File: src/scl_pkg.sv
// constants for the strap loader and management register block
// assumes a single 10 MHz clock and a slow management clock on a pin
package scl_pkg;

  // ****************************************************************
  // clock and strap timing
  // ****************************************************************
  localparam int CLK_HZ = 10_000_000;
  localparam int STRAP_SETTLE_NS = 300;
  localparam int STRAP_SETTLE_CYC =
    (STRAP_SETTLE_NS * (CLK_HZ / 1_000_000) + 999) / 1000;
  localparam logic [3:0] SETTLE_LAST = 4'(STRAP_SETTLE_CYC);

  // ****************************************************************
  // register indices
  // ****************************************************************
  localparam logic [4:0] IDX_BASIC_CONTROL = 5'h00;
  localparam logic [4:0] IDX_BASIC_STATUS = 5'h01;
  localparam logic [4:0] IDX_IDENTITY_WORD_1 = 5'h02;
  localparam logic [4:0] IDX_IDENTITY_WORD_2 = 5'h03;
  localparam logic [4:0] IDX_EXTENDED_STATUS = 5'h0F;
  localparam logic [4:0] IDX_IDENTITY_WORD_3 = 5'h10;
  localparam logic [4:0] IDX_EXTENDED_CONTROL = 5'h11;
  localparam logic [4:0] IDX_PORT_CONFIG_ONE = 5'h12;
  localparam logic [4:0] IDX_PORT_CONFIG_TWO = 5'h13;
  localparam logic [4:0] IDX_SYMBOL_ERROR_COUNT = 5'h14;
  localparam logic [4:0] IDX_EVENT_SOURCE = 5'h15;
  localparam logic [4:0] IDX_EVENT_ENABLE = 5'h16;
  localparam logic [4:0] IDX_LINK_COMM_STATUS = 5'h17;
  localparam logic [4:0] IDX_GENERAL_STATUS = 5'h18;
  localparam logic [4:0] IDX_EXTERNAL_STATUS = 5'h19;
  localparam logic [4:0] IDX_LINK_FAIL_COUNT = 5'h1A;
  localparam logic [4:0] IDX_SHARED_CONFIG = 5'h1B;
  localparam logic [4:0] IDX_PORT_CONFIG_THREE = 5'h1C;

  // ****************************************************************
  // field positions
  // ****************************************************************
  localparam int CTRL_SOFT_RESET = 15;
  localparam int CTRL_LOOPBACK = 14;
  localparam int CTRL_POWER_DOWN = 11;
  localparam int CTRL_ISOLATE = 10;
  localparam int CTRL_UNIDIRECT = 5;
  localparam logic [15:0] CTRL_WR_MASK = 16'hCC20;
  localparam logic [15:0] CTRL_FIXED_ONES = 16'h2100;
  localparam int STAT_LINK_UP = 2;
  localparam logic [15:0] STAT_FIXED_ONES = 16'h0101;
  localparam int CFG1_MASTER = 15;
  localparam int CFG1_AUTONOMOUS = 14;
  localparam int CFG1_MII_MODE_LO = 8;
  localparam int CFG1_PORT_ENABLE = 1;
  localparam int SHR_CLK_MODE_LO = 12;
  localparam int SHR_EXT_SUPPLY = 11;
  localparam int EXT_INT_REV = 15;
  localparam int EVT_LINK_FAIL = 0;

  // ****************************************************************
  // reset values and codes
  // ****************************************************************
  localparam logic [15:0] CTRL_RESET = 16'h0000;
  localparam logic [15:0] ZERO_RESET = 16'h0000;
  localparam logic [1:0] MII_MODE_MII = 2'h0;
  localparam logic [1:0] MII_MODE_RMII_25 = 2'h1;
  localparam logic [1:0] MII_MODE_RMII_50 = 2'h2;
  localparam logic [1:0] MII_MODE_REV = 2'h3;
  localparam logic [1:0] IFC_MII = 2'h0;
  localparam logic [1:0] IFC_RMII = 2'h1;
  localparam logic [1:0] IFC_REV_INT = 2'h2;
  localparam logic [1:0] CLK_REF_50 = 2'h3;
  localparam logic [5:0] PREAMBLE_ONES = 6'h20;
  localparam logic [1:0] FRAME_START = 2'h1;
  localparam logic [1:0] OP_WRITE = 2'h1;
  localparam logic [1:0] OP_READ = 2'h2;

  typedef enum logic [3:0] {
    SCL_PRE = 4'h1,
    SCL_HDR = 4'h2,
    SCL_TA = 4'h4,
    SCL_DATA = 4'h8
  } scl_frame_t;

endpackage

File: src/scl_strap_loader.sv
// strap sampling and management register set for a two-port phy
// assumes straps and the management clock and data arrive as pins,
// and that link events come from logic on the same clock
`timescale 1ns/1ps

// ****************************************************************
// What this block does
// ****************************************************************

module scl_strap_loader
  import scl_pkg::*;
#(
  parameter bit SINGLE_PORT = 1'b0,
  parameter logic [15:0] IDENT_ONE = 16'h0123,   // arbitrary value
  parameter logic [15:0] IDENT_TWO = 16'h4560,   // arbitrary value
  parameter logic [15:0] IDENT_THREE = 16'h0007  // arbitrary value
) (
  input wire logic clk,
  input wire logic srst,
  input wire logic [7:0] strap_pin,
  input wire logic [3:1] port_address_strap,
  input wire logic core_supply_select_pin,
  input wire logic mdc,
  input wire logic mdio_in,
  output logic mdio_out,
  output logic mdio_oe_n,
  input wire logic [1:0] link_up,
  input wire logic [1:0] link_fail_evt,
  output logic strap_loaded,
  output logic [3:0] port_base_address,
  output logic [1:0] port_enable,
  output logic [1:0] port_master,
  output logic [1:0] port_loopback,
  output logic [1:0] mii_mode_zero,
  output logic [1:0] mii_mode_one,
  output logic [1:0] clk_mode,
  output logic core_regulator_internal,
  output logic autonomous_operation,
  output logic internal_reverse
);

  // ****************************************************************
  // input synchronisers
  // ****************************************************************
  logic [13:0] pin_s1;
  logic [13:0] pin_s2;
  logic mdc_s1, mdc_s2, mdc_s3;
  logic mdio_s1, mdio_s2;

  always_ff @(posedge clk) begin
    pin_s1 <= {core_supply_select_pin, port_address_strap, strap_pin,
               2'h0};
    pin_s2 <= pin_s1;
    mdc_s1 <= mdc;
    mdc_s2 <= mdc_s1;
    mdc_s3 <= mdc_s2;
    mdio_s1 <= mdio_in;
    mdio_s2 <= mdio_s1;
  end

  wire mdc_rise = mdc_s2 & ~mdc_s3;
  // pin level is taken as is: pull-up reads 1, pull-down reads 0
  wire [7:0] strap_now = pin_s2[9:2];
  wire [3:1] addr_now = pin_s2[12:10];
  wire ext_supply_now = pin_s2[13];

  // ****************************************************************
  // strap decoding
  // ****************************************************************
  // role pins: strap_pin_3 msb, strap_pin_2, strap_pin_1 lsb
  function automatic logic [3:0] f_role(input logic [2:0] role);
    logic [3:0] r;  // {en1, master1, en0, master0}
    r = 4'h0;
    r[1] = (role != 3'h0) && (role != 3'h1);
    r[0] = (role == 3'h2) || (role == 3'h3) || (role == 3'h4);
    r[3] = (role != 3'h2) && (role != 3'h5) && !SINGLE_PORT;
    r[2] = ((role == 3'h0) || (role == 3'h3) || (role == 3'h6)) &&
           !SINGLE_PORT;
    return r;
  endfunction

  function automatic logic [15:0] f_cfg1(input logic [7:0] s,
                                         input logic p);
    logic [15:0] v;
    logic [3:0] role;
    logic [1:0] ifc;
    logic [1:0] cm;
    v = ZERO_RESET;
    role = f_role({s[3], s[2], s[1]});
    ifc = {s[5], s[4]};
    cm = {s[7], s[6]};
    v[CFG1_PORT_ENABLE] = p ? role[3] : role[1];
    v[CFG1_MASTER] = p ? role[2] : role[0];
    v[CFG1_AUTONOMOUS] = s[0];
    case (ifc)
      IFC_MII: v[CFG1_MII_MODE_LO +: 2] = MII_MODE_MII;
      IFC_RMII: v[CFG1_MII_MODE_LO +: 2] =
        (cm == CLK_REF_50) ? MII_MODE_RMII_50 : MII_MODE_RMII_25;
      default: v[CFG1_MII_MODE_LO +: 2] =
        p ? MII_MODE_MII : MII_MODE_REV;
    endcase
    return v;
  endfunction

  // ****************************************************************
  // strap load sequencing
  // ****************************************************************
  logic [3:0] settle_cnt;
  logic load_all;
  logic [1:0] soft_rst;

  always_ff @(posedge clk) begin
    if (srst) begin
      settle_cnt <= 4'h0;
      strap_loaded <= 1'b0;
      load_all <= 1'b0;
    end else begin
      load_all <= 1'b0;
      // the synchronisers must fill before the pins are trusted
      if (!strap_loaded) begin
        if (settle_cnt == SETTLE_LAST) begin
          strap_loaded <= 1'b1;
          load_all <= 1'b1;
        end else begin
          settle_cnt <= settle_cnt + 4'h1;
        end
      end
    end
  end

  // address is taken only on the first load, never on soft reset
  always_ff @(posedge clk) begin
    if (srst) begin
      port_base_address <= 4'h0;
    end else if (load_all) begin
      port_base_address <= {addr_now, 1'b0};
    end
  end

  // ****************************************************************
  // management frame engine
  // ****************************************************************
  scl_frame_t state;
  logic [5:0] ones_cnt;
  logic [4:0] bit_cnt;
  logic [12:0] hdr_sh;
  logic [15:0] shift;
  logic is_read;
  logic cur_port;
  logic [4:0] cur_idx;
  logic wr_pulse;
  logic rd_pulse;
  logic [15:0] rdata;

  wire [13:0] hdr_full = {hdr_sh, mdio_s2};
  wire [4:0] frame_addr = hdr_full[9:5];
  // bit four of the frame address is always zero for this device
  wire addr_hit_base = frame_addr[4:1] == {1'b0, port_base_address[3:1]};
  wire addr_zero = frame_addr == 5'h00;
  // address zero is served by port zero
  wire frame_port = addr_zero ? 1'b0 : frame_addr[0];
  wire addr_ok = addr_zero ||
                 (addr_hit_base && !(SINGLE_PORT && frame_addr[0]));
  wire op_ok = (hdr_full[11:10] == OP_READ) ||
               (hdr_full[11:10] == OP_WRITE);

  always_ff @(posedge clk) begin
    if (srst) begin
      state <= SCL_PRE;
      ones_cnt <= 6'h0;
      bit_cnt <= 5'h0;
      hdr_sh <= 13'h0;
      shift <= 16'h0000;
      is_read <= 1'b0;
      cur_port <= 1'b0;
      cur_idx <= 5'h00;
      wr_pulse <= 1'b0;
      rd_pulse <= 1'b0;
      mdio_out <= 1'b1;
      mdio_oe_n <= 1'b1;
    end else begin
      wr_pulse <= 1'b0;
      rd_pulse <= 1'b0;
      if (mdc_rise) begin
        case (state)
          SCL_PRE: begin
            if (mdio_s2) begin
              if (ones_cnt != PREAMBLE_ONES) begin
                ones_cnt <= ones_cnt + 6'h1;
              end
            end else if (ones_cnt == PREAMBLE_ONES) begin
              state <= SCL_HDR;
              hdr_sh <= 13'h0;
              bit_cnt <= 5'h1;
            end else begin
              ones_cnt <= 6'h0;
            end
          end
          SCL_HDR: begin
            hdr_sh <= hdr_full[12:0];
            bit_cnt <= bit_cnt + 5'h1;
            if (bit_cnt == 5'hD) begin
              ones_cnt <= 6'h0;
              bit_cnt <= 5'h0;
              if (hdr_full[13:12] == FRAME_START && op_ok && addr_ok) begin
                state <= SCL_TA;
                is_read <= hdr_full[11:10] == OP_READ;
                cur_port <= frame_port;
                cur_idx <= hdr_full[4:0];
              end else begin
                state <= SCL_PRE;
              end
            end
          end
          SCL_TA: begin
            bit_cnt <= bit_cnt + 5'h1;
            if (bit_cnt == 5'h1) begin
              state <= SCL_DATA;
              bit_cnt <= 5'h0;
              if (is_read) begin
                mdio_out <= 1'b0;
                mdio_oe_n <= 1'b0;
                shift <= rdata;
                rd_pulse <= 1'b1;
              end
            end
          end
          SCL_DATA: begin
            bit_cnt <= bit_cnt + 5'h1;
            if (is_read) begin
              if (bit_cnt == 5'h10) begin
                mdio_oe_n <= 1'b1;
                mdio_out <= 1'b1;
                state <= SCL_PRE;
              end else begin
                mdio_out <= shift[15];
                shift <= {shift[14:0], 1'b0};
              end
            end else begin
              shift <= {shift[14:0], mdio_s2};
              if (bit_cnt == 5'hF) begin
                wr_pulse <= 1'b1;
                state <= SCL_PRE;
              end
            end
          end
          default: begin
            state <= SCL_PRE;
            mdio_oe_n <= 1'b1;
          end
        endcase
      end
    end
  end

  // ****************************************************************
  // per-port register sets
  // ****************************************************************
  logic [15:0] ctrl [2];
  logic [15:0] ext_ctrl [2];
  logic [15:0] cfg1 [2];
  logic [15:0] cfg2 [2];
  logic [15:0] cfg3 [2];
  logic [15:0] evt_en [2];
  logic [15:0] evt_src [2];
  logic [15:0] fail_cnt [2];
  logic [1:0] link_seen;
  logic [15:0] shared;
  logic ext_supply;

  wire [15:0] wdata = shift;

  function automatic logic wr_hit(input logic p, input logic [4:0] idx,
                                  input logic go, input logic cp,
                                  input logic [4:0] ci);
    return go && (cp == p) && (ci == idx);
  endfunction

  always_ff @(posedge clk) begin
    for (int p = 0; p < 2; p++) begin
      if (srst) begin
        ctrl[p] <= CTRL_RESET;
        ext_ctrl[p] <= ZERO_RESET;
        cfg1[p] <= ZERO_RESET;
        cfg2[p] <= ZERO_RESET;
        cfg3[p] <= ZERO_RESET;
        evt_en[p] <= ZERO_RESET;
        soft_rst[p] <= 1'b0;
      end else if (load_all || soft_rst[p]) begin
        ctrl[p] <= CTRL_RESET;
        ext_ctrl[p] <= ZERO_RESET;
        cfg1[p] <= f_cfg1(strap_now, p[0]);
        cfg2[p] <= ZERO_RESET;
        cfg3[p] <= ZERO_RESET;
        evt_en[p] <= ZERO_RESET;
        soft_rst[p] <= 1'b0;
      end else begin
        if (wr_hit(p[0], IDX_BASIC_CONTROL, wr_pulse, cur_port,
                   cur_idx)) begin
          ctrl[p] <= wdata & CTRL_WR_MASK;
          soft_rst[p] <= wdata[CTRL_SOFT_RESET];
        end
        if (wr_hit(p[0], IDX_EXTENDED_CONTROL, wr_pulse, cur_port,
                   cur_idx)) begin
          ext_ctrl[p] <= wdata;
        end
        if (wr_hit(p[0], IDX_PORT_CONFIG_ONE, wr_pulse, cur_port,
                   cur_idx)) begin
          // the single variant can never enable its second port
          cfg1[p] <= wdata;
          if (SINGLE_PORT && p == 1) begin
            cfg1[p][CFG1_PORT_ENABLE] <= 1'b0;
            cfg1[p][CFG1_MASTER] <= 1'b0;
          end
        end
        if (wr_hit(p[0], IDX_PORT_CONFIG_TWO, wr_pulse, cur_port,
                   cur_idx)) begin
          cfg2[p] <= wdata;
        end
        if (wr_hit(p[0], IDX_PORT_CONFIG_THREE, wr_pulse, cur_port,
                   cur_idx)) begin
          cfg3[p] <= wdata;
        end
        if (wr_hit(p[0], IDX_EVENT_ENABLE, wr_pulse, cur_port,
                   cur_idx)) begin
          evt_en[p] <= wdata;
        end
      end
    end
  end

  // shared registers live once and answer only through port zero
  always_ff @(posedge clk) begin
    if (srst) begin
      shared <= ZERO_RESET;
      ext_supply <= 1'b0;
      internal_reverse <= 1'b0;
    end else if (load_all || soft_rst[0]) begin
      shared <= ZERO_RESET;
      shared[SHR_CLK_MODE_LO +: 2] <= {strap_now[7], strap_now[6]};
      shared[SHR_EXT_SUPPLY] <= ext_supply_now;
      ext_supply <= ext_supply_now;
      internal_reverse <= {strap_now[5], strap_now[4]} == IFC_REV_INT;
    end else if (wr_hit(1'b0, IDX_SHARED_CONFIG, wr_pulse, cur_port,
                        cur_idx)) begin
      shared <= wdata;
      ext_supply <= wdata[SHR_EXT_SUPPLY];
    end
  end

  // ****************************************************************
  // latched status and read-cleared counters
  // ****************************************************************
  always_ff @(posedge clk) begin
    for (int p = 0; p < 2; p++) begin
      if (srst) begin
        evt_src[p] <= ZERO_RESET;
        fail_cnt[p] <= ZERO_RESET;
        link_seen[p] <= 1'b0;
      end else begin
        // a fresh event beats a read-clear in the same cycle
        if (link_fail_evt[p]) begin
          evt_src[p][EVT_LINK_FAIL] <= 1'b1;
        end else if (wr_hit(p[0], IDX_EVENT_SOURCE, rd_pulse, cur_port,
                            cur_idx)) begin
          evt_src[p] <= ZERO_RESET;
        end
        if (wr_hit(p[0], IDX_LINK_FAIL_COUNT, rd_pulse, cur_port,
                   cur_idx)) begin
          fail_cnt[p] <= {15'h0000, link_fail_evt[p]};
        end else if (link_fail_evt[p] && fail_cnt[p] != 16'hFFFF) begin
          fail_cnt[p] <= fail_cnt[p] + 16'h0001;
        end
        // link drop sticks low until read, then follows the link again
        if (!link_up[p]) begin
          link_seen[p] <= 1'b0;
        end else if (wr_hit(p[0], IDX_BASIC_STATUS, rd_pulse, cur_port,
                            cur_idx)) begin
          link_seen[p] <= 1'b1;
        end
      end
    end
  end

  // ****************************************************************
  // read data
  // ****************************************************************
  always_comb begin
    logic p0;
    p0 = !cur_port;
    rdata = 16'h0000;
    case (cur_idx)
      IDX_BASIC_CONTROL: begin
        rdata = ctrl[cur_port] | CTRL_FIXED_ONES;
        rdata[CTRL_SOFT_RESET] = soft_rst[cur_port];
      end
      IDX_BASIC_STATUS: begin
        rdata = STAT_FIXED_ONES;
        rdata[STAT_LINK_UP] = link_seen[cur_port];
      end
      IDX_IDENTITY_WORD_1: rdata = p0 ? IDENT_ONE : 16'h0000;
      IDX_IDENTITY_WORD_2: rdata = p0 ? IDENT_TWO : 16'h0000;
      IDX_EXTENDED_STATUS: rdata = 16'h0000;
      IDX_IDENTITY_WORD_3: rdata = p0 ? IDENT_THREE : 16'h0000;
      IDX_EXTENDED_CONTROL: rdata = ext_ctrl[cur_port];
      IDX_PORT_CONFIG_ONE: rdata = cfg1[cur_port];
      IDX_PORT_CONFIG_TWO: rdata = cfg2[cur_port];
      IDX_SYMBOL_ERROR_COUNT: rdata = 16'h0000;
      IDX_EVENT_SOURCE: rdata = evt_src[cur_port];
      IDX_EVENT_ENABLE: rdata = evt_en[cur_port];
      IDX_LINK_COMM_STATUS: rdata = 16'h0000;
      IDX_GENERAL_STATUS: rdata = 16'h0000;
      IDX_EXTERNAL_STATUS: begin
        rdata = 16'h0000;
        rdata[EXT_INT_REV] = p0 & internal_reverse;
      end
      IDX_LINK_FAIL_COUNT: rdata = fail_cnt[cur_port];
      IDX_SHARED_CONFIG: rdata = p0 ? shared : 16'h0000;
      IDX_PORT_CONFIG_THREE: rdata = cfg3[cur_port];
      default: rdata = 16'h0000;
    endcase
  end

  // ****************************************************************
  // configuration outputs
  // ****************************************************************
  always_ff @(posedge clk) begin
    if (srst) begin
      port_enable <= 2'h0;
      port_master <= 2'h0;
      port_loopback <= 2'h0;
      mii_mode_zero <= MII_MODE_MII;
      mii_mode_one <= MII_MODE_MII;
      clk_mode <= 2'h0;
      core_regulator_internal <= 1'b1;
      autonomous_operation <= 1'b0;
    end else begin
      port_enable <= {cfg1[1][CFG1_PORT_ENABLE] & !SINGLE_PORT,
                      cfg1[0][CFG1_PORT_ENABLE]};
      port_master <= {cfg1[1][CFG1_MASTER], cfg1[0][CFG1_MASTER]};
      port_loopback <= {ctrl[1][CTRL_LOOPBACK], ctrl[0][CTRL_LOOPBACK]};
      mii_mode_zero <= cfg1[0][CFG1_MII_MODE_LO +: 2];
      mii_mode_one <= cfg1[1][CFG1_MII_MODE_LO +: 2];
      clk_mode <= shared[SHR_CLK_MODE_LO +: 2];
      core_regulator_internal <= !ext_supply;
      autonomous_operation <= cfg1[0][CFG1_AUTONOMOUS];
    end
  end

endmodule

File: config.mk
export PLATFORM = sky130hd
export DESIGN_NAME = scl_strap_loader
export DESIGN_NICKNAME = d
export VERILOG_FILES = /design/src/scl_pkg.sv /design/src/scl_strap_loader.sv
export SDC_FILE = /design/constraint.sdc
export NUM_CORES = 1
export LEC_CHECK = 0
export ABC_AREA = 1
export ABC_CLOCK_PERIOD_IN_PS = 3700
export BUFFER_PORTS_ARGS = -buffer_cell sky130_fd_sc_hd__buf_2
export CAP_MARGIN = 5
export CORE_UTILIZATION = 30
export DETAILED_ROUTE_END_ITERATION = 10
export GPL_TIMING_DRIVEN = 0
export SYNTH_ARGS = -nofsm -noshare
export SYNTH_HDL_FRONTEND = slang
export SYNTH_SLANG_ARGS = --single-unit
File: constraint.sdc
create_clock -name clk -period 3.7 [get_ports clk]
set_input_delay 0.185 -clock clk [delete_from_list [all_inputs] [get_ports clk]]
set_output_delay 0.185 -clock clk [all_outputs]
set_load 0.1 [all_outputs]
# ---- After elaboration in Yosys (flattened, before gate mapping)
# Memories as Yosys holds them, arrays and structs flattened. A register that Yosys moved wholly into a read port is not among the register bits.
# Cells that the tools add are included.
dict set report word_totals {
  wordCells 401
  n_memories 8
  mem_bits_rw 204
  input_bits 20
  register_bits 118
}
dict set report classes {
  n_eq_ne 52
  order_cmp 1
  n_bitwise 45
  n_addsub 5
  n_mux 192
  reduce_logical 65
}
# name depth word_bits rd rd_ports_with_merged_regs wr line_no
set mem_list {}
lappend mem_list {cfg1 2 16 3 3 2 scl_strap_loader.sv:261} ;# logic [15:0] cfg1 [2];
lappend mem_list {cfg2 2 16 1 1 2 scl_strap_loader.sv:262} ;# logic [15:0] cfg2 [2];
lappend mem_list {cfg3 2 16 1 1 2 scl_strap_loader.sv:263} ;# logic [15:0] cfg3 [2];
lappend mem_list {evt_en 2 16 1 1 2 scl_strap_loader.sv:264} ;# logic [15:0] evt_en [2];
lappend mem_list {ext_ctrl 2 16 1 1 2 scl_strap_loader.sv:260} ;# logic [15:0] ext_ctrl [2];
lappend mem_list {fail_cnt 2 16 3 1 2 scl_strap_loader.sv:266} ;# logic [15:0] fail_cnt [2];
lappend mem_list {{2 more memories} n/a n/a n/a n/a n/a n/a}
# operator count
set ops {}
lappend ops {{$mux 16} 29}
lappend ops {{$pmux 16 s14} 1}
lappend ops {{$mux 1} 121}
lappend ops {{$eq 5x5->1 const B} 11}
lappend ops {{$mux 5} 8}
lappend ops {{$add 16x1->16 const B} 2}
lappend ops {{$ne 16x16->1 const B} 2}
lappend ops {{$or 1x1->1} 32}
lappend ops {{$pmux 16 s2} 1}
lappend ops {{$logic_and 1x1->1} 29}
lappend ops {{$mux 14} 2}
lappend ops {{$mux 4} 7}
lappend ops {{$mux 13} 2}
lappend ops {{$pmux 13 s2} 1}
lappend ops {{$mux 6} 4}
lappend ops {{$pmux 5 s4} 1}
lappend ops {{$ne 3x3->1 const B} 6}
lappend ops {{$pmux 4 s4} 1}
lappend ops {{$mux 15} 1}
lappend ops {{$reduce_and 5->1} 3}
lappend ops {{$ne 2x2->1 const B} 7}
lappend ops {{$mux 2} 6}
lappend ops {{$pmux 6 s2} 1}
lappend ops {{$reduce_and 4->1} 3}
lappend ops {{other kinds (40)} 79}

# ---- Logic depth before layout (Yosys ltp)
dict set report depth {
  ltp_word 8
  ltp_mapped 12
  mapped_depth_nobuf 11
}

# ---- Worst setup path before layout
# OpenSTA, ideal clock, no wires.
dict set report synth_timing {
  path_kind {register to register}
  from {mem fail_cnt[0][0]}
  to {mem fail_cnt[0][0] (enable)}
  synth_period_minus_slack_ns 2.235
  arrival_ns 1.819
  required_ns 3.284
  slack_ns 1.465
  path_stages_with_launch 12
  cell_sequence {edfxtp_1 -> ha_1 -> nand2_1 -> inv_1 -> nand2_1 -> nor2_1 -> nand3_1 -> nor2_1 -> nor2_1 -> inv_2 -> buf_2 -> nand3_1}
}
# element line_no
set synth_rtl {}
lappend synth_rtl {{from (decl)} scl_strap_loader.sv:266}

==> reports/summary.txt <==
Post-CTS setup buffer count = 0
Drt via density = 4.83
CTS sink cnt = 332
Final Util = 0.354
GR Util met3 = 0.0286
VDD IR max = 0.380 mV
Compound-gate portion of the synthesized area = 0.0614
Sequential fraction of the synthesis area = 0.573
Fin crit share = 0.834
DIE AREA = 0.0514 mm2
Unrepaired setup endpoints after global routing = false
Initial antenna violation count = 0
CTS tree = built
Cell count after synthesis = 1848
GRT overflow = 0
Final setup fails = 0
CTS resizes = 0
Worst path arrival time = 3250 ps
Post-DP HPWL = 34100 um
Clock-pin slew on the worst setup and hold paths = 60 ps
P per Cell Area = 472 mW/mm2
Largest net degree at the start of global routing = 17
Crit-path cells = clkbuf_1, inv_1, nand2_1, nor2_2, nand2_2, buf_2, nand2_1
Highest-count cells in the layout ignoring fill and taps = nand2_1 (586), nor2_1 (355), edfxtp_1 (202)
GR Layer Usage met2 = 0.286
Cells on worst reg2reg path = 7
Hold buffer count at CTS = 18
Total Routing Usage GR = 0.181
Fmax = 0.324 GHz
Slew @ Worst Pin = 989 ps
Vias = 12700
Fillers = 5113
Critical path class = flip-flop to flip-flop
Synth unique cells = 37
Number of global-route vias before repair = 11900
Worst Hold Depth = 4
Largest family of logic cells by synthesized area = simple AND/OR/NAND/NOR gates
Relative slew slack = 0.337
#FFs+latches synth = 332
Leakage = 7.09 nW
Pre-antenna DRT Iters = 6
Synth Area in XOR/XNOR = 0.0122
Drt drc = 0
Most common cell after layout, fill and taps aside = nand2_1
Power consumption = 8.26 mW
Width of the die = 227 um
H-tree Lvls = 2
Non-Filler Instances = 2634
Initial drt markers = 1320
First-pass GRT wire length = 69500 um
Syn Nets = 1878
Synth-to-Final Area Change = 15.5%
CP dominant cell by count = nand2_1
Crit path max fanout = 16
Adder-cell share of the synthesized area = 0.00827
Critical Path End Type = flip-flop
Routed len/inst = 17.6 um
Worst path max stage delay = 620 ps
Final instance area = 0.0175 mm2
Post-Synth Simple-Gate Area = 0.288
Max Cap Viol = 0
Post-DP Area = 0.0162 mm2
Final RePlAce weighted congestion = 0.934
IO buf count = 40
Initial core utilization = 0.307
Post-synthesis mux area share = 0
Met1 Use GR = 0.252
Syn_area_per_cell = 8.19 um2
CTS root buf = clkbuf_16
Slowest cell on the critical path = nand2_1
Io pins = 42
CP Data Required Time = 3860 ps
Num CTS Buffers = 37
Die Ht = 227 um
Post-synthesis instance area = 0.0151 mm2
Warnings, synthesis = 0
Bufs on Longest Clock Path = 3
Clock latency on the worst-skew pair = 540 ps
Core Rows = 81
Dpl cells = 2552
Clock Skew = 30.5 ps
ANT cells = 0
Slew Viols, Final = 0
Fraction of layout cells with a size suffix above 1 = 0.0782
HP Class = input pin to flip-flop
CP Launch Type = flip-flop
Global route hottest layer = met2
Final nets = 1975
Status = finished clean
Antenna viol nets, final = 0
Final hold violation count = 0
Final min period = 3090 ps
Core Region = 0.0494 mm2
Final TNS setup = 0 ps
DRT Wirelength = 46300 um
==> worst max-delay path: cells and delay by family (launching register included) <==
kind | cells | cell delay (ps)
AND/OR/NAND/NOR | 4 | 1430
buffers and inverters | 3 | 980
flip-flops | 1 | 300
==> registers in the layout, summed over array words and instances, names as in the netlist, 3 cells and up, named ones only <==
name               count
pin_s1                12
cfg1                  32
cfg3                  32
port_base_address      3
cur_idx                5
shared                16
hdr_sh                13
evt_en                32
state                  4
ones_cnt               6
bit_cnt                5
fail_cnt              32
shift                 16
ctrl                   8
cfg2                  32
ext_ctrl              32
pin_s2                12
settle_cnt             4
==> worst paths after layout <==
check	startpoint	to	slack, ps
min reg2reg	pin_s1[10]	pin_s2[10]	320
min	srst	internal_reverse	210
max reg2reg	cur_port	cfg3[0][1]	610
max	cur_port	cfg3[0][1]	610
==> cells in the mapped netlist <==
library cell	instances	area [um2]
nor4_1	4	25.0
inv_1	130	488
nor2_4	1	11.3
xor2_1	16	140
or2_2	2	12.5
o21ai_0	68	340
a211oi_1	1	7.51
buf_1	3	11.3
nand2_1	586	2200
nor2_2	5	31.3
buf_2	27	135
o22ai_1	5	31.3
nand3b_1	1	7.51
a31oi_1	4	25.0
o31ai_1	1	7.51
o211ai_1	1	7.51
buf_4	4	30.0
o21a_1	1	7.51
nor3_1	16	80.1
a21oi_1	93	465
nor3b_1	4	30.0
nand2_2	11	68.8
clkbuf_1	47	176
inv_2	4	15.0
ha_1	10	125
conb_1	1	3.75
nand4_1	12	75.1
clkinv_1	2	7.51
nor3_4	2	32.5
xnor2_1	5	43.8
nor3_2	2	20.0
and3_1	1	6.26
nand3_1	86	430
dfxtp_1	130	2600
edfxtp_1	202	6070
nor2_1	355	1330
a21boi_0	5	37.5
==> report_power, final <==
group,switching [mW],leakage (nW),total (mW),internal (mW)
combinational,0.390,3.35,0.508,0.118
clock,1.49,0.574,3.50,2.00
sequential,0.101,3.17,4.25,4.15
total,1.99,7.09,8.26,6.27
==> cells by family after synthesis <==
family / count (synthesis)
simple gates: 1088
flops: 332
buf+inv: 217
compound gates: 179
xor+xnor: 21
fa+ha+maj: 10
other cells: 1
==> per-stage QoR <==
| step | hold slack, ps | worst slack (ps) |
|---|---|---|
| floorplan | 213 | 1460 |
| detailed placement | 289 | 569 |
| global route | 251 | 449 |
| CTS | 209 | 570 |
| finish | 213 | 613 |
| global placement | 288 | 586 |
==> layer usage <==
metal	part of all wire	vias up
li1	-	6140
met1	0.45	6039
met2	0.46	487
met3	0.074	66
met4	0.023	0
met5	0	-
==> cell type report <==
| class | count | area, um2 | area share |
|---|---|---|---|
| plain buffers | 81 | 353 | 0.0202 |
| clock buffers | 47 | 1000 | 0.0575 |
| clock inverters | 17 | 135 | 0.00773 |
| inverters | 136 | 510 | 0.0292 |
| multi-input cells | 1299 | 5610 | 0.321 |
| flip-flops and latches | 332 | 8670 | 0.496 |
| well taps | 664 | 831 | 0.0475 |
| repair buffers | 58 | 380 | 0.0218 |
No activity file was read; power rests on OpenSTA's default activity.
